--- src/core/accr_pkg.sv ---
// Package for the channel configuration register bank.
// Assumes a byte-wide register port with page and address, one clock mclk.
package accr_pkg;

  // ***************************************************************
  // Register page and offsets
  // ***************************************************************
  localparam logic [7:0] ACCR_PAGE_CFG = 8'h00; // Page holding the bank
  localparam logic [7:0] ACCR_OFS_CH3_GAIN_TRIM = 8'h49; // Channel 3 gain trim
  localparam logic [7:0] ACCR_OFS_CH3_PHASE_TRIM = 8'h4A; // Channel 3 phase trim
  localparam logic [7:0] ACCR_OFS_CH4_INPUT_SETUP = 8'h4B; // Channel 4 input setup
  localparam logic [7:0] ACCR_OFS_CH4_ANALOG_GAIN = 8'h4C; // Channel 4 analog gain
  localparam logic [7:0] ACCR_OFS_CH4_VOLUME = 8'h4D; // Channel 4 volume

  // ***************************************************************
  // Reset values and writable bit masks
  // ***************************************************************
  localparam logic [7:0] ACCR_RST_GAIN_TRIM = 8'h80; // Trim code 8 in upper nibble
  localparam logic [7:0] ACCR_RST_PHASE_TRIM = 8'h00; // No added delay
  localparam logic [7:0] ACCR_RST_INPUT_SETUP = 8'h00; // Mic, differential, AC
  localparam logic [7:0] ACCR_RST_ANALOG_GAIN = 8'h00; // 0 dB
  localparam logic [7:0] ACCR_RST_VOLUME = 8'hC9; // 0 dB volume
  localparam logic [7:0] ACCR_MASK_GAIN_TRIM = 8'hF0; // Bits 3-0 reserved
  localparam logic [7:0] ACCR_MASK_INPUT_SETUP = 8'hFD; // Bit 1 reserved
  localparam logic [7:0] ACCR_MASK_ANALOG_GAIN = 8'hFC; // Bits 1-0 reserved
  localparam logic [7:0] ACCR_MASK_FULL = 8'hFF; // Fully writable

  // ***************************************************************
  // Field positions
  // ***************************************************************
  localparam int ACCR_POS_TRIM_LSB = 4; // Gain trim code bits 7-4
  localparam int ACCR_POS_LINE = 7; // Line/mic select
  localparam int ACCR_POS_SRC_LSB = 5; // Source select bits 6-5
  localparam int ACCR_POS_DC = 4; // Coupling select
  localparam int ACCR_POS_IMP_LSB = 2; // Impedance select bits 3-2
  localparam int ACCR_POS_RBOOST = 0; // Range boost enable
  localparam int ACCR_POS_GAIN_LSB = 2; // Gain code bits 7-2

  // ***************************************************************
  // Codes and decode constants
  // ***************************************************************
  localparam logic [1:0] ACCR_SRC_ANALOG_DIFF = 2'h0; // Analog differential
  localparam logic [1:0] ACCR_SRC_ANALOG_SE = 2'h1; // Analog single ended
  localparam logic [1:0] ACCR_SRC_DENSITY_MIC = 2'h2; // Pulse density mic
  localparam logic [4:0] ACCR_TRIM_ZERO = 5'h08; // Trim code for 0 dB
  localparam logic [8:0] ACCR_VOL_ZERO = 9'h0C9; // Volume code for 0 dB
  localparam logic [7:0] ACCR_VOL_MUTE = 8'h00; // Volume code that mutes

  // Decoded channel settings handed to the datapaths
  typedef struct packed {
    logic lineInput; // 1: line input, 0: microphone
    logic [1:0] source; // Source select code
    logic dcCoupled; // DC coupling, analog sources only
    logic [1:0] impedance; // Impedance code, analog sources only
    logic rangeEnhancerOn; // Range enhancer active
    logic autoGainLoopOn; // Automatic gain loop active
    logic [5:0] gainDb; // Analog gain in 1 dB steps
    logic volMute; // Volume muted
    logic [8:0] volHalfDb; // Signed volume in 0.5 dB steps
    logic [4:0] ch3TrimTenths; // Signed channel 3 trim in 0.1 dB steps
  } accr_cfg_t;

endpackage : accr_pkg

--- src/core/accr_channel_regs.sv ---
// Register bank for channel 3 trims and channel 4 configuration.
// Assumes a synchronous byte register port and a modulator tick enable on mclk.
`timescale 1ns/10ps

module accr_channel_regs (
  input wire logic mclk, // System clock, 25 MHz
  input wire logic rst_n, // Synchronous reset, active low
  input wire logic [7:0] regPage, // Selected register page
  input wire logic [7:0] regAddr, // Register address
  input wire logic regWrEn, // Write strobe
  input wire logic [7:0] regWrData, // Write data
  input wire logic regRdEn, // Read strobe
  output logic [7:0] regRdData, // Read data, one cycle after strobe
  input wire logic gainLoopSelect, // Bit 3 of gain_loop_config_reg
  input wire logic modTick, // One pulse per modulator clock cycle
  input wire logic ch3SampleIn, // Channel 3 sampling event
  output logic ch3SampleOut, // Channel 3 sampling event after delay
  output accr_pkg::accr_cfg_t chanCfg // Decoded channel settings
);
  import accr_pkg::*;

  // ***************************************************************
  // Register storage
  // ***************************************************************
  logic [7:0] gainTrim; // chan3_gain_trim
  logic [7:0] phaseTrim; // chan3_phase_trim
  logic [7:0] inputSetup; // chan4_input_setup
  logic [7:0] analogGain; // chan4_analog_gain
  logic [7:0] volume; // chan4_volume
  logic pageHit; // Access targets the bank page

  // Address match on the offset only, page checked by pageHit
  function automatic logic accr_hit(input logic [7:0] addr, input logic [7:0] ofs);
    accr_hit = (addr == ofs);
  endfunction : accr_hit

  // Keep only writable bits of a write
  function automatic logic [7:0] accr_mask(input logic [7:0] data, input logic [7:0] msk);
    accr_mask = data & msk;
  endfunction : accr_mask

  assign pageHit = (regPage == ACCR_PAGE_CFG);

  // ***************************************************************
  // Register writes
  // ***************************************************************
  // trim reset code
  always_ff @(posedge mclk) begin
    if (!rst_n) begin
      gainTrim <= ACCR_RST_GAIN_TRIM;
    end else if (regWrEn && pageHit && accr_hit(regAddr, ACCR_OFS_CH3_GAIN_TRIM)) begin
      gainTrim <= accr_mask(regWrData, ACCR_MASK_GAIN_TRIM);
    end
  end

  always_ff @(posedge mclk) begin
    if (!rst_n) begin
      phaseTrim <= ACCR_RST_PHASE_TRIM;
    end else if (regWrEn && pageHit && accr_hit(regAddr, ACCR_OFS_CH3_PHASE_TRIM)) begin
      phaseTrim <= accr_mask(regWrData, ACCR_MASK_FULL);
    end
  end

  always_ff @(posedge mclk) begin
    if (!rst_n) begin
      inputSetup <= ACCR_RST_INPUT_SETUP;
    end else if (regWrEn && pageHit && accr_hit(regAddr, ACCR_OFS_CH4_INPUT_SETUP)) begin
      inputSetup <= accr_mask(regWrData, ACCR_MASK_INPUT_SETUP);
    end
  end

  always_ff @(posedge mclk) begin
    if (!rst_n) begin
      analogGain <= ACCR_RST_ANALOG_GAIN;
    end else if (regWrEn && pageHit && accr_hit(regAddr, ACCR_OFS_CH4_ANALOG_GAIN)) begin
      analogGain <= accr_mask(regWrData, ACCR_MASK_ANALOG_GAIN);
    end
  end

  always_ff @(posedge mclk) begin
    if (!rst_n) begin
      volume <= ACCR_RST_VOLUME;
    end else if (regWrEn && pageHit && accr_hit(regAddr, ACCR_OFS_CH4_VOLUME)) begin
      volume <= accr_mask(regWrData, ACCR_MASK_FULL);
    end
  end

  // ***************************************************************
  // Register reads
  // ***************************************************************
  // read decode, unmapped reads zero
  always_ff @(posedge mclk) begin
    if (!rst_n) begin
      regRdData <= 8'h00;
    end else if (regRdEn) begin
      if (!pageHit) begin
        regRdData <= 8'h00;
      end else if (accr_hit(regAddr, ACCR_OFS_CH3_GAIN_TRIM)) begin
        regRdData <= gainTrim;
      end else if (accr_hit(regAddr, ACCR_OFS_CH3_PHASE_TRIM)) begin
        regRdData <= phaseTrim;
      end else if (accr_hit(regAddr, ACCR_OFS_CH4_INPUT_SETUP)) begin
        regRdData <= inputSetup;
      end else if (accr_hit(regAddr, ACCR_OFS_CH4_ANALOG_GAIN)) begin
        regRdData <= analogGain;
      end else if (accr_hit(regAddr, ACCR_OFS_CH4_VOLUME)) begin
        regRdData <= volume;
      end else begin
        regRdData <= 8'h00;
      end
    end
  end

  // ***************************************************************
  // Decoded settings
  // ***************************************************************
  logic analogSrc; // Channel 4 uses an analog source
  logic boostEn; // Range boost enable bit

  // analog codes are 0 and 1
  assign analogSrc = (inputSetup[ACCR_POS_SRC_LSB +: 2] == ACCR_SRC_ANALOG_DIFF)
                  || (inputSetup[ACCR_POS_SRC_LSB +: 2] == ACCR_SRC_ANALOG_SE);
  assign boostEn = inputSetup[ACCR_POS_RBOOST];

  // Settings registered so outputs come from flip-flops
  always_ff @(posedge mclk) begin
    if (!rst_n) begin
      chanCfg <= '0;
      chanCfg.volHalfDb <= 9'h000;
      chanCfg.ch3TrimTenths <= 5'h00;
    end else begin
      chanCfg.lineInput <= inputSetup[ACCR_POS_LINE];
      chanCfg.source <= inputSetup[ACCR_POS_SRC_LSB +: 2];
      chanCfg.dcCoupled <= inputSetup[ACCR_POS_DC] & analogSrc;
      chanCfg.impedance <= analogSrc ? inputSetup[ACCR_POS_IMP_LSB +: 2] : 2'h0;
      chanCfg.rangeEnhancerOn <= boostEn & ~gainLoopSelect;
      chanCfg.autoGainLoopOn <= boostEn & gainLoopSelect;
      chanCfg.gainDb <= analogGain[ACCR_POS_GAIN_LSB +: 6];
      chanCfg.volMute <= (volume == ACCR_VOL_MUTE);
      chanCfg.volHalfDb <= 9'({1'b0, volume} - ACCR_VOL_ZERO);
      chanCfg.ch3TrimTenths <= 5'({1'b0, gainTrim[ACCR_POS_TRIM_LSB +: 4]} - ACCR_TRIM_ZERO);
    end
  end

  // ***************************************************************
  // Channel 3 phase delay
  // ***************************************************************
  typedef enum logic {ACCR_PH_IDLE, ACCR_PH_WAIT} accr_ph_t;
  accr_ph_t phState; // Delay state
  logic [7:0] phCount; // Modulator cycles left

  always_ff @(posedge mclk) begin
    if (!rst_n) begin
      phState <= ACCR_PH_IDLE;
      phCount <= 8'h00;
      ch3SampleOut <= 1'b0;
    end else begin
      ch3SampleOut <= 1'b0;
      case (phState)
        ACCR_PH_IDLE: begin
          // New event starts a delay or passes straight through
          if (ch3SampleIn) begin
            if (phaseTrim == 8'h00) begin
              ch3SampleOut <= 1'b1;
            end else begin
              phCount <= phaseTrim;
              phState <= ACCR_PH_WAIT;
            end
          end
        end
        ACCR_PH_WAIT: begin
          // Fire on the tick that ends the last cycle
          if (modTick) begin
            if (phCount == 8'h01) begin
              ch3SampleOut <= 1'b1;
              phState <= ACCR_PH_IDLE;
            end
            phCount <= phCount - 8'h01;
          end
        end
        default: begin
          phState <= ACCR_PH_IDLE;
        end
      endcase
    end
  end

  logic [8:0] chkTicks; // Ticks seen during a delay
  logic [7:0] chkCode; // Code latched at delay start
  always_ff @(posedge mclk) begin
    if (!rst_n) begin
      chkTicks <= 9'h000;
      chkCode <= 8'h00;
    end else if (phState == ACCR_PH_IDLE && ch3SampleIn) begin
      chkTicks <= 9'h000;
      chkCode <= phaseTrim;
    end else if (phState == ACCR_PH_WAIT && modTick) begin
      chkTicks <= chkTicks + 9'h001;
    end
  end
endmodule : accr_channel_regs

--- config.mk ---
export PLATFORM = sky130hd
export DESIGN_NAME = accr_channel_regs
export DESIGN_NICKNAME = d
export VERILOG_FILES = /design/src/core/accr_pkg.sv /design/src/core/accr_channel_regs.sv
export SDC_FILE = /design/constraint.sdc
export NUM_CORES = 1
export LEC_CHECK = 0
export ABC_AREA = 0
export BUFFER_PORTS_ARGS = -buffer_cell sky130_fd_sc_hd__buf_4
export CORE_UTILIZATION = 58
export CTS_CLUSTER_DIAMETER = 30
export DETAILED_ROUTE_END_ITERATION = 12
export GPL_TIMING_DRIVEN = 0
export PLACE_DENSITY = 0.95
export SETUP_SLACK_MARGIN = 0.05
export SLEW_MARGIN = 25
export SYNTH_ARGS = -nofsm -noshare
export SYNTH_HDL_FRONTEND = slang
export SYNTH_SLANG_ARGS = --single-unit
--- constraint.sdc ---
create_clock -name mclk -period 2.9 [get_ports mclk]
set_clock_uncertainty 0.05 [all_clocks]
set_input_delay 0.435 -clock mclk [delete_from_list [all_inputs] [get_ports mclk]]
set_output_delay 0.435 -clock mclk [all_outputs]
set_load 0.01 [all_outputs]
==> results of run 1 <==
## per-stage QoR
stage | hold slack, ps | power [mW] | utilization [%] | instances
finish | 178 | 1.99 | 74.7 | 527
floorplan | 354 | 1.17 | - | 372
global placement | 383 | 1.22 | 71.3 | 511
CTS | 178 | 1.99 | 74.7 | 527
global route | 184 | 2.04 | 74.7 | 527
detailed placement | 395 | 1.22 | 71.3 | 511
## cell usage in the layout, fill, tap and decap left out, drive strengths merged, types with 8 or more instances in the layout
| cell type | Yosys | layout |
|---|---|---|
| a21oi | 8 | 8 |
| o21ai | 8 | 8 |
| buf | 3 | 70 |
| inv | 20 | 21 |
| mux2i | 37 | 37 |
| nand2 | 67 | 67 |
| clkbuf | 15 | 26 |
| nor2b | 10 | 10 |
| dfxtp | 79 | 79 |
| nor2 | 31 | 31 |
## layer usage
| metal | wire [um] | track usage (%) | up-vias |
|---|---|---|---|
| met5 | 0 | 0 | - |
| met4 | 260 | 13.3 | 0 |
| met3 | 718 | 6.40 | 28 |
| met2 | 4070 | 50.0 | 155 |
| met1 | 3400 | 35.7 | 1429 |
| li1 | - | - | 1449 |
## worst max-delay path, stage by stage
cell	delay, ps
buf_4	80
clkbuf_1	310
nor4bb_1	650
and4_1	320
buf_2	260
mux2i_1	220
## layout make-up
class / count / share of cell area (%)
multi-input combinational: 255 / 39.0
sequential: 79 / 38.2
timing repair buffer: 67 / 12.1
clock buffer: 11 / 3.66
tap: 72 / 2.18
buffer: 18 / 1.96
inverter: 20 / 1.81
clock inverter: 5 / 0.997
## sequential cells by signal, indices dropped and copies added, names as in the netlist
signal        cells
analogGain        6
ch3SampleOut      1
chanCfg          28
gainTrim          4
inputSetup        7
phCount           8
phState           1
phaseTrim         8
regRdData         8
volume            8
## cell families (layout without fill, tap and decap cells)
logic type	after synthesis	count (layout)	share of synthesized area [%]
AO/OA/AOI/OAI	56	56	11.5
XOR/XNOR	6	6	1.57
adder cells (fa/ha/maj)	3	3	1.12
buffers and inverters	38	121	4.66
flip-flops	79	79	47.1
multiplexers	37	37	11.0
AND/OR/NAND/NOR	153	153	22.9
## final timing paths
path | startpoint | endpoint | slack, ps | cells after the start
worst max register to register | phaseTrim[0] | phCount[2] | 1130 | 4
worst max-delay path | regAddr[1] | phaseTrim[0] | 870 | 6
worst min register to register | regRdData[2] | regRdData[2] | 410 | 2
worst min-delay path | gainLoopSelect | chanCfg[22] | 180 | 2
## power groups by stage
stage                     Clock (mW)  Combinational [mW]  Sequential [mW]
after floorplan                    0              0.0557             1.11
after global placement             0               0.112             1.11
after detailed placement           0               0.114             1.11
after CTS                      0.787               0.116             1.08
after global routing           0.828               0.127             1.08
final                          0.788               0.118             1.08
==> summary.txt, run 1 <==
Global route
  • Number of global-route vias before repair: approximately 2,800
  • Largest net degree at the start of global routing: 15
  • First-pass GRT wire length: 13,700 um
  • GR Overflow Total: 0
  • Initial antenna violation count: 0
  • GR Util All Layers: 29.5%

CTS
  • H-tree Lvls: 3
  • TritonCTS clock tree: yes
  • Setup Fix Bufs, Post-CTS: 0
  • Max Root-Sink Buffers: 2
  • Root buf cell: clkbuf_8
  • TritonCTS Buffers: 9
  • Clock Latency Late Sink: 370 ps
  • # clock sinks: 79
  • Hold buffer count at cts: 0
  • Clock Pin Slew Worst Setup and Hold Paths: ~80 ps
  • Gates resized, CTS repair: 0

Yosys
  • Seq/Total Area, Yosys: 47.1%
  • Mean post-synth cell area: 9.02 um^2
  • Synth Instances: 372
  • Ys Warns: 0
  • Unique cell type count in the Yosys netlist: 53
  • Synth area leaders: dfxtp_1, mux2i_1, nand2_1, nor2_1, inv_1
  • Yosys top cell area share: 47.1%
  • Most frequent cells after synthesis: dfxtp_1, nand2_1, mux2i_1
  • Post-synth EDFFs: 0
  • Mapped Area: 0.00335 mm^2
  • Mapped Nets: 406
  • Synthesized flop and latch total: 79
  • Synth area leader: dfxtp_1
  • Primary FF master, synth: dfxtp_1
  • Count leader, synth: dfxtp_1
  • Post-synth ARST share: 0%

Detailed routing
  • DRT Pass-1 Iters: 7
  • ANT nets after route: 0
  • WL final: 8440 um
  • Iter 0 DRT Violations: 284
  • Residual DRC count: 0
  • Via Count: roughly 3,000
  • Routed len/inst: about 16 um
  • Post-DR vias/cell: 5.81

Die
  • Die width: 78.1 um
  • Total die area: a little over 0.006 mm^2
  • Core Area: 0.00554 mm^2
  • Initial Util: 60.5%
  • Die height: 78.1 um
  • I/O pins: 69
  • Rows: 27

Layout
  • Final non-filler cell area: 0.00414 mm^2
  • Nets: just under 500
  • Multi-input gate area: between 0.0015 and 0.002 mm^2
  • Sequential Area: approximately 0.0016 mm^2
  • # diodes: 0
  • Fillers: 372
  • Area growth, synth to finish: 23.4%
  • Share of layout cells above drive strength 1: 20.4%

Power
  • Static Leakage: 1.93 nW
  • Power Density: 481 mW/mm^2
  • Cell internal pwr: 1.50 mW
  • Flop pwr share: around 55%
  • VDD IR max: 0.392 mV
  • Logic pwr share: 5.9%
  • Net Switching: 0.494 mW
  • Clock Power Share: 39.6%
  • Sw frac: between 20% and 30%

Timing
  • F_max: 0.493 GHz
  • Final period utilization: 70.0%
  • Worst relative slew slack: 48.6%
  • RSZ-0062 raised after global routing: no
  • Final Max Tran Viols: 0
  • Post-route worst setup slack: 870 ps
  • Hold Fails Final Rpt: 0
  • Final setup viols: 0
  • Final TNS setup: 0 ps
  • Worst-margin pin slew: 761 ps
  • Final worst path period need: slightly above 2000 ps

Placement
  • GP Congestion: just under 0.9
  • HPWL Detailed: 6060 um
  • Placed Area: ~0.0039 mm^2
  • PortBufs: 67
  • Pre-CTS WS: between 500 and 600 ps

Worst setup path
  • Startpoint types: input pin
  • Critical-path maximum fanout: 10
  • CP required: 3140 ps
  • CP endpoint kind: flop
  • WP data arrival: 2270 ps
  • Critical path class: in2reg

Run status
  • Status: complete, no violations

Worst hold path
  • Worst hold path type: in2reg

Job
  • Max-cap violation count: 0
(Power assumes the default switching activity.)
==> run 2: changes to the inputs <==
CORE_UTILIZATION = 54   (was 58)
PLACE_DENSITY = 0.9   (was 0.95)
clock period = 2.1 ns   (was 2.9 ns; I/O delays follow)
==> summary.txt, run 2 (synthesized netlist as in run 1, its figures left out) <==
Run status
  • Status: complete, no violations

Die
  • Rows: 28
  • Die height: 80.8 um
  • Core Area: 0.00596 mm^2
  • Initial Util: between 50% and 60%
  • Total die area: 0.00653 mm^2
  • I/O pins: around 70
  • Die width: 80.8 um

CTS
  • Max Root-Sink Buffers: 2
  • Hold buffer count at cts: 0
  • Clock Pin Slew Worst Setup and Hold Paths: roughly 80 ps
  • Clock Latency Late Sink: 360 ps
  • TritonCTS clock tree: yes
  • Gates resized, CTS repair: 0
  • H-tree Lvls: 3
  • Setup Fix Bufs, Post-CTS: 0
  • Root buf cell: clkbuf_8
  • TritonCTS Buffers: 9
  • # clock sinks: 79

Global route
  • Initial antenna violation count: 0
  • Largest net degree at the start of global routing: 15
  • Number of global-route vias before repair: 2,857
  • GR Overflow Total: 0
  • First-pass GRT wire length: 13,400 um
  • GR Util All Layers: 27.6%

Layout
  • Share of layout cells above drive strength 1: approximately a fifth
  • Max reg flops: 28
  • Area growth, synth to finish: 24.1%
  • Most frequent cells in the layout: dfxtp_1, buf_4, nand2_1
  • Multi-input gate area: between 0.0015 and 0.002 mm^2
  • Reg with most FFs: chanCfg
  • Sequential Area: 0.00158 mm^2
  • Final non-filler cell area: between 0.004 and 0.005 mm^2
  • Fillers: approximately 450
  • Commonest non-fill, non-tap cell in the layout: dfxtp_1
  • Nets: 484
  • # diodes: 0

Timing
  • RSZ-0062 raised after global routing: no
  • Final TNS setup: 0 ps
  • F_max: 0.519 GHz
  • Final worst path period need: 1930 ps
  • WHS: 66.8 ps
  • Worst relative slew slack: 50.8%
  • Hold Fails Final Rpt: 0
  • Final period utilization: 91.8%
  • Final Max Tran Viols: 0
  • Final setup viols: 0
  • Worst-margin pin slew: 728 ps

Placement
  • PortBufs: 67
  • GP Congestion: 0.836
  • HPWL Detailed: 6170 um
  • Placed Area: 0.00395 mm^2

Power
  • Power Density: 679 mW/mm^2
  • Flop pwr share: around 53%
  • Sw frac: 24.0%
  • VDD IR max: around 0.51 mV
  • Logic pwr share: just under 6%
  • Net Switching: a little under 0.7 mW
  • Cell internal pwr: 2.15 mW
  • Clock Power Share: between 40 and 50%
  • Static Leakage: 1.93 nW

Worst setup path
  • Kind of cell adding the most delay to the critical path: simple AND/OR/NAND/NOR gates
  • CP peak stage delay: 640 ps
  • Startpoint types: input pin
  • Critical path buffer and inverter count: 3
  • CP endpoint kind: flop
  • WP data arrival: 2160 ps
  • Slowest CP cell: nor4bb_1
  • RR Startpoint: phaseTrim[0]
  • Critical path class: in2reg
  • Worst setup path startpoint: regAddr[1]
  • CP required: around 2300 ps
  • Cell chain of the critical path: buf_4, clkbuf_1, nor4bb_1, and4_1, buf_2, mux2i_1
  • Critical-path maximum fanout: 10

Detailed routing
  • Via Count: about 3,000
  • WL final: 8500 um
  • Iter 0 DRT Violations: 259
  • ANT nets after route: 0
  • DRT Pass-1 Iters: 5
  • Residual DRC count: 0
  • Routed len/inst: 16.0 um
  • Post-DR vias/cell: between 5 and 6

Worst hold path
  • Worst hold start: gainLoopSelect
  • Worst hold path type: in2reg

Job
  • Max-cap violation count: 0
## run 2: per-layer routing
metal | up-vias | track usage, % | share of wire (%)
met2 | 147 | 46.3 | 48
met3 | 24 | 4.83 | 8.5
met5 | - | 0 | 0
li1 | 1445 | - | -
met4 | 0 | 14.8 | 3.2
met1 | 1399 | 33.5 | 40
## run 2: power groups by stage
stage	registers [mW]	clock network (mW)	logic, mW
2_1_floorplan	1.53	0	0.0769
3_3_place_gp	1.53	0	0.155
3_5_place_dp	1.53	0	0.158
4_1_cts	1.50	1.17	0.160
5_1_grt	1.50	1.24	0.176
6_report	1.50	1.17	0.163
## run 2: path summary, 6_finish.rpt
path / endpoint / slack [ps] / depth (start not counted)
max: phaseTrim[0] / 170 / 6
min: chanCfg[22] / 70 / 2
max reg2reg: phCount[2] / 310 / 4
min reg2reg: chanCfg[3] / 400 / 1
## run 2: metrics by stage
step / setup slack, ps / power, mW / utilization [%] / instances
after floorplan: 316 / 1.61 / - / 372
after CTS: 234 / 2.83 / 69.8 / 530
after detailed placement: -119 / 1.69 / 66.3 / 514
final: 172 / 2.83 / 69.9 / 530
after global placement: -11.3 / 1.69 / 66.3 / 514
after global routing: 68.3 / 2.91 / 69.9 / 530
## run 2: final cells by class
type / count / area share (%)
buffer: 18 / 1.95
clock buffer: 10 / 3.31
clock inverter: 6 / 1.65
inverter: 20 / 1.80
multi-input combinational: 255 / 39.0
sequential: 79 / 38.0
tap: 75 / 2.25
timing repair buffer: 67 / 12.1
==> run 3: changes to the inputs <==
ABC_AREA = not set   (was 0)
CORE_UTILIZATION = 49   (was 54)
PLACE_DENSITY = 0.86   (was 0.9)
clock period = 1.6 ns   (was 2.1 ns; I/O delays follow)
==> summary.txt, run 3 (synthesized netlist as in run 1, its figures left out) <==
Timing
  • Final period utilization: just under 100%
  • Worst relative slew slack: 56.0%
  • Worst-margin pin slew: 652 ps
  • Final worst path period need: 1590 ps
  • Hold Fails Final Rpt: 0
  • RSZ-0062 raised after global routing: yes
  • F_max: 0.629 GHz
  • Final setup viols: 0
  • Final Max Tran Viols: 0

Die
  • Total die area: 0.00718 mm^2
  • Rows: 29
  • I/O pins: 69
  • Die width: 84.7 um
  • Die height: 84.7 um
  • Core Area: 0.00649 mm^2
  • Initial Util: 51.6%

Layout
  • Area growth, synth to finish: 29.1%
  • Most frequent cells in the layout: dfxtp_1, buf_4, nand2_1
  • # diodes: 0
  • Final non-filler cell area: 0.00433 mm^2
  • Final core utilization: 66.7%
  • Max reg flops: 28
  • Commonest non-fill, non-tap cell in the layout: dfxtp_1
  • Reg with most FFs: chanCfg
  • Nets: 491
  • Share of layout cells above drive strength 1: 25.6%

Detailed routing
  • DRT Pass-1 Iters: 7
  • Post-DR vias/cell: 5.71
  • ANT nets after route: 0
  • Iter 0 DRT Violations: 212
  • Via Count: 3,070
  • WL final: about 8700 um
  • Routed len/inst: 16.2 um
  • Residual DRC count: 0

CTS
  • H-tree Lvls: 3
  • TritonCTS clock tree: yes
  • TritonCTS Buffers: 9
  • # clock sinks: 79
  • Root buf cell: clkbuf_8
  • Clock Pin Slew Worst Setup and Hold Paths: 80 ps
  • Clock Latency Late Sink: 360 ps
  • Max Root-Sink Buffers: 2

Worst setup path
  • Critical path class: in2reg
  • Critical path buffer and inverter count: 3
  • CP Depth: 7
  • R2R setup slack: 110 ps
  • CP required: 1780 ps
  • CP Capture Point: inputSetup[6]
  • Most used cell, CP: buf_6
  • Startpoint types: input pin
  • Worst reg2reg path depth: 5
  • CP endpoint kind: flop
  • Critical-path maximum fanout: 7
  • RR Startpoint: phaseTrim[2]
  • Reg-to-reg endpoint: phCount[2]
  • Kind of cell adding the most delay to the critical path: simple AND/OR/NAND/NOR gates
  • Cell chain of the critical path: buf_6, or4_4, nor4_4, buf_4, nand4b_1, buf_6, mux2i_1
  • CP peak stage delay: roughly 560 ps
  • WP data arrival: 1770 ps
  • Worst setup path startpoint: regPage[2]
  • Slowest CP cell: or4_4

Power
  • VDD IR max: 0.422 mV
  • Static Leakage: 2.03 nW
  • Cell internal pwr: 2.82 mW
  • Clock Power Share: 40.2%
  • Logic pwr share: 6.3%
  • Flop pwr share: 53.4%
  • Net Switching: 0.858 mW
  • Power Density: 849 mW/mm^2
  • Sw frac: around a quarter

Global route
  • Number of global-route vias before repair: roughly 2,900
  • Initial antenna violation count: 0
  • GR Util All Layers: 24.8%
  • First-pass GRT wire length: 13,700 um
  • GR Overflow Total: 0
  • Largest net degree at the start of global routing: 14

Placement
  • GP Congestion: roughly 0.91
  • Placed Area: 0.00396 mm^2
  • HPWL Detailed: 6080 um
  • PortBufs: 67

Job
  • Max-cap violation count: 0

Worst hold path
  • Worst hold path type: in2reg

Run status
  • Status: complete, no violations
run 3: tightest hold or removal path: stages:
cell and delay (ps):
buf_4 90, nor2_1 40, mux2i_1 100
run 3: layout make-up:
class                   instances  area, um^2
fillers                       507        2160
plain buffers                  17        83.8
clock buffers                  10         138
inverters                      20        75.1
clock inverters                 5        58.8
flip-flops and latches         79        1590
repair buffers                 75         584
multi-input cells             255        1710
well taps                      77        96.3
run 3: worst min path at each step:
stage / startpoint / endpoint / slack (ps) / cells past startpoint
6_report: regWrData[3] / volume[3] / 100 / 3
5_1_grt: regWrData[6] / volume[6] / 90 / 3
3_3_place_gp: gainLoopSelect / chanCfg[22] / 350 / 2
4_1_cts: regWrData[3] / volume[3] / 80 / 3
2_1_floorplan: gainLoopSelect / chanCfg[22] / 260 / 1
3_5_place_dp: gainLoopSelect / chanCfg[22] / 360 / 2
run 3: power by group through the flow:
stage / Clock [mW] / Combinational, mW / Sequential, mW
after global placement: 0 / 0.205 / 2.01
after global routing: 1.59 / 0.248 / 1.97
after floorplan: 0 / 0.102 / 2.01
after detailed placement: 0 / 0.211 / 2.01
after CTS: 1.50 / 0.224 / 1.97
final: 1.48 / 0.233 / 1.97
run 3: through the flow:
step	power (mW)	std cells	worst slack, ps	hold slack, ps	setup TNS, ps
global placement	2.22	516	-343	354	-11670
CTS	3.69	535	31.9	83.4	0
floorplan	2.11	372	-108	262	-1490
finish	3.68	538	10.3	95.2	0
global route	3.80	538	-20.5	89.0	-37.6
detailed placement	2.22	516	-403	362	-13540
run 3: routing by layer:
metal / part of all wire (%) / track usage [%]
met2: 50 / 42.6
met5: 0 / 0
met1: 41 / 29.5
met3: 6.9 / 5.21
met4: 2.6 / 12.3
run 3: repair_timing:
item / in CTS / in global routing
endpoints found under the setup margin: 29 / 28
gates resized for setup: 12 / 18
hold endpoints to repair: 1 / 0
hold buffers: 1 / 0
buffers inserted: 3 / 4
pin swaps: 4 / 6
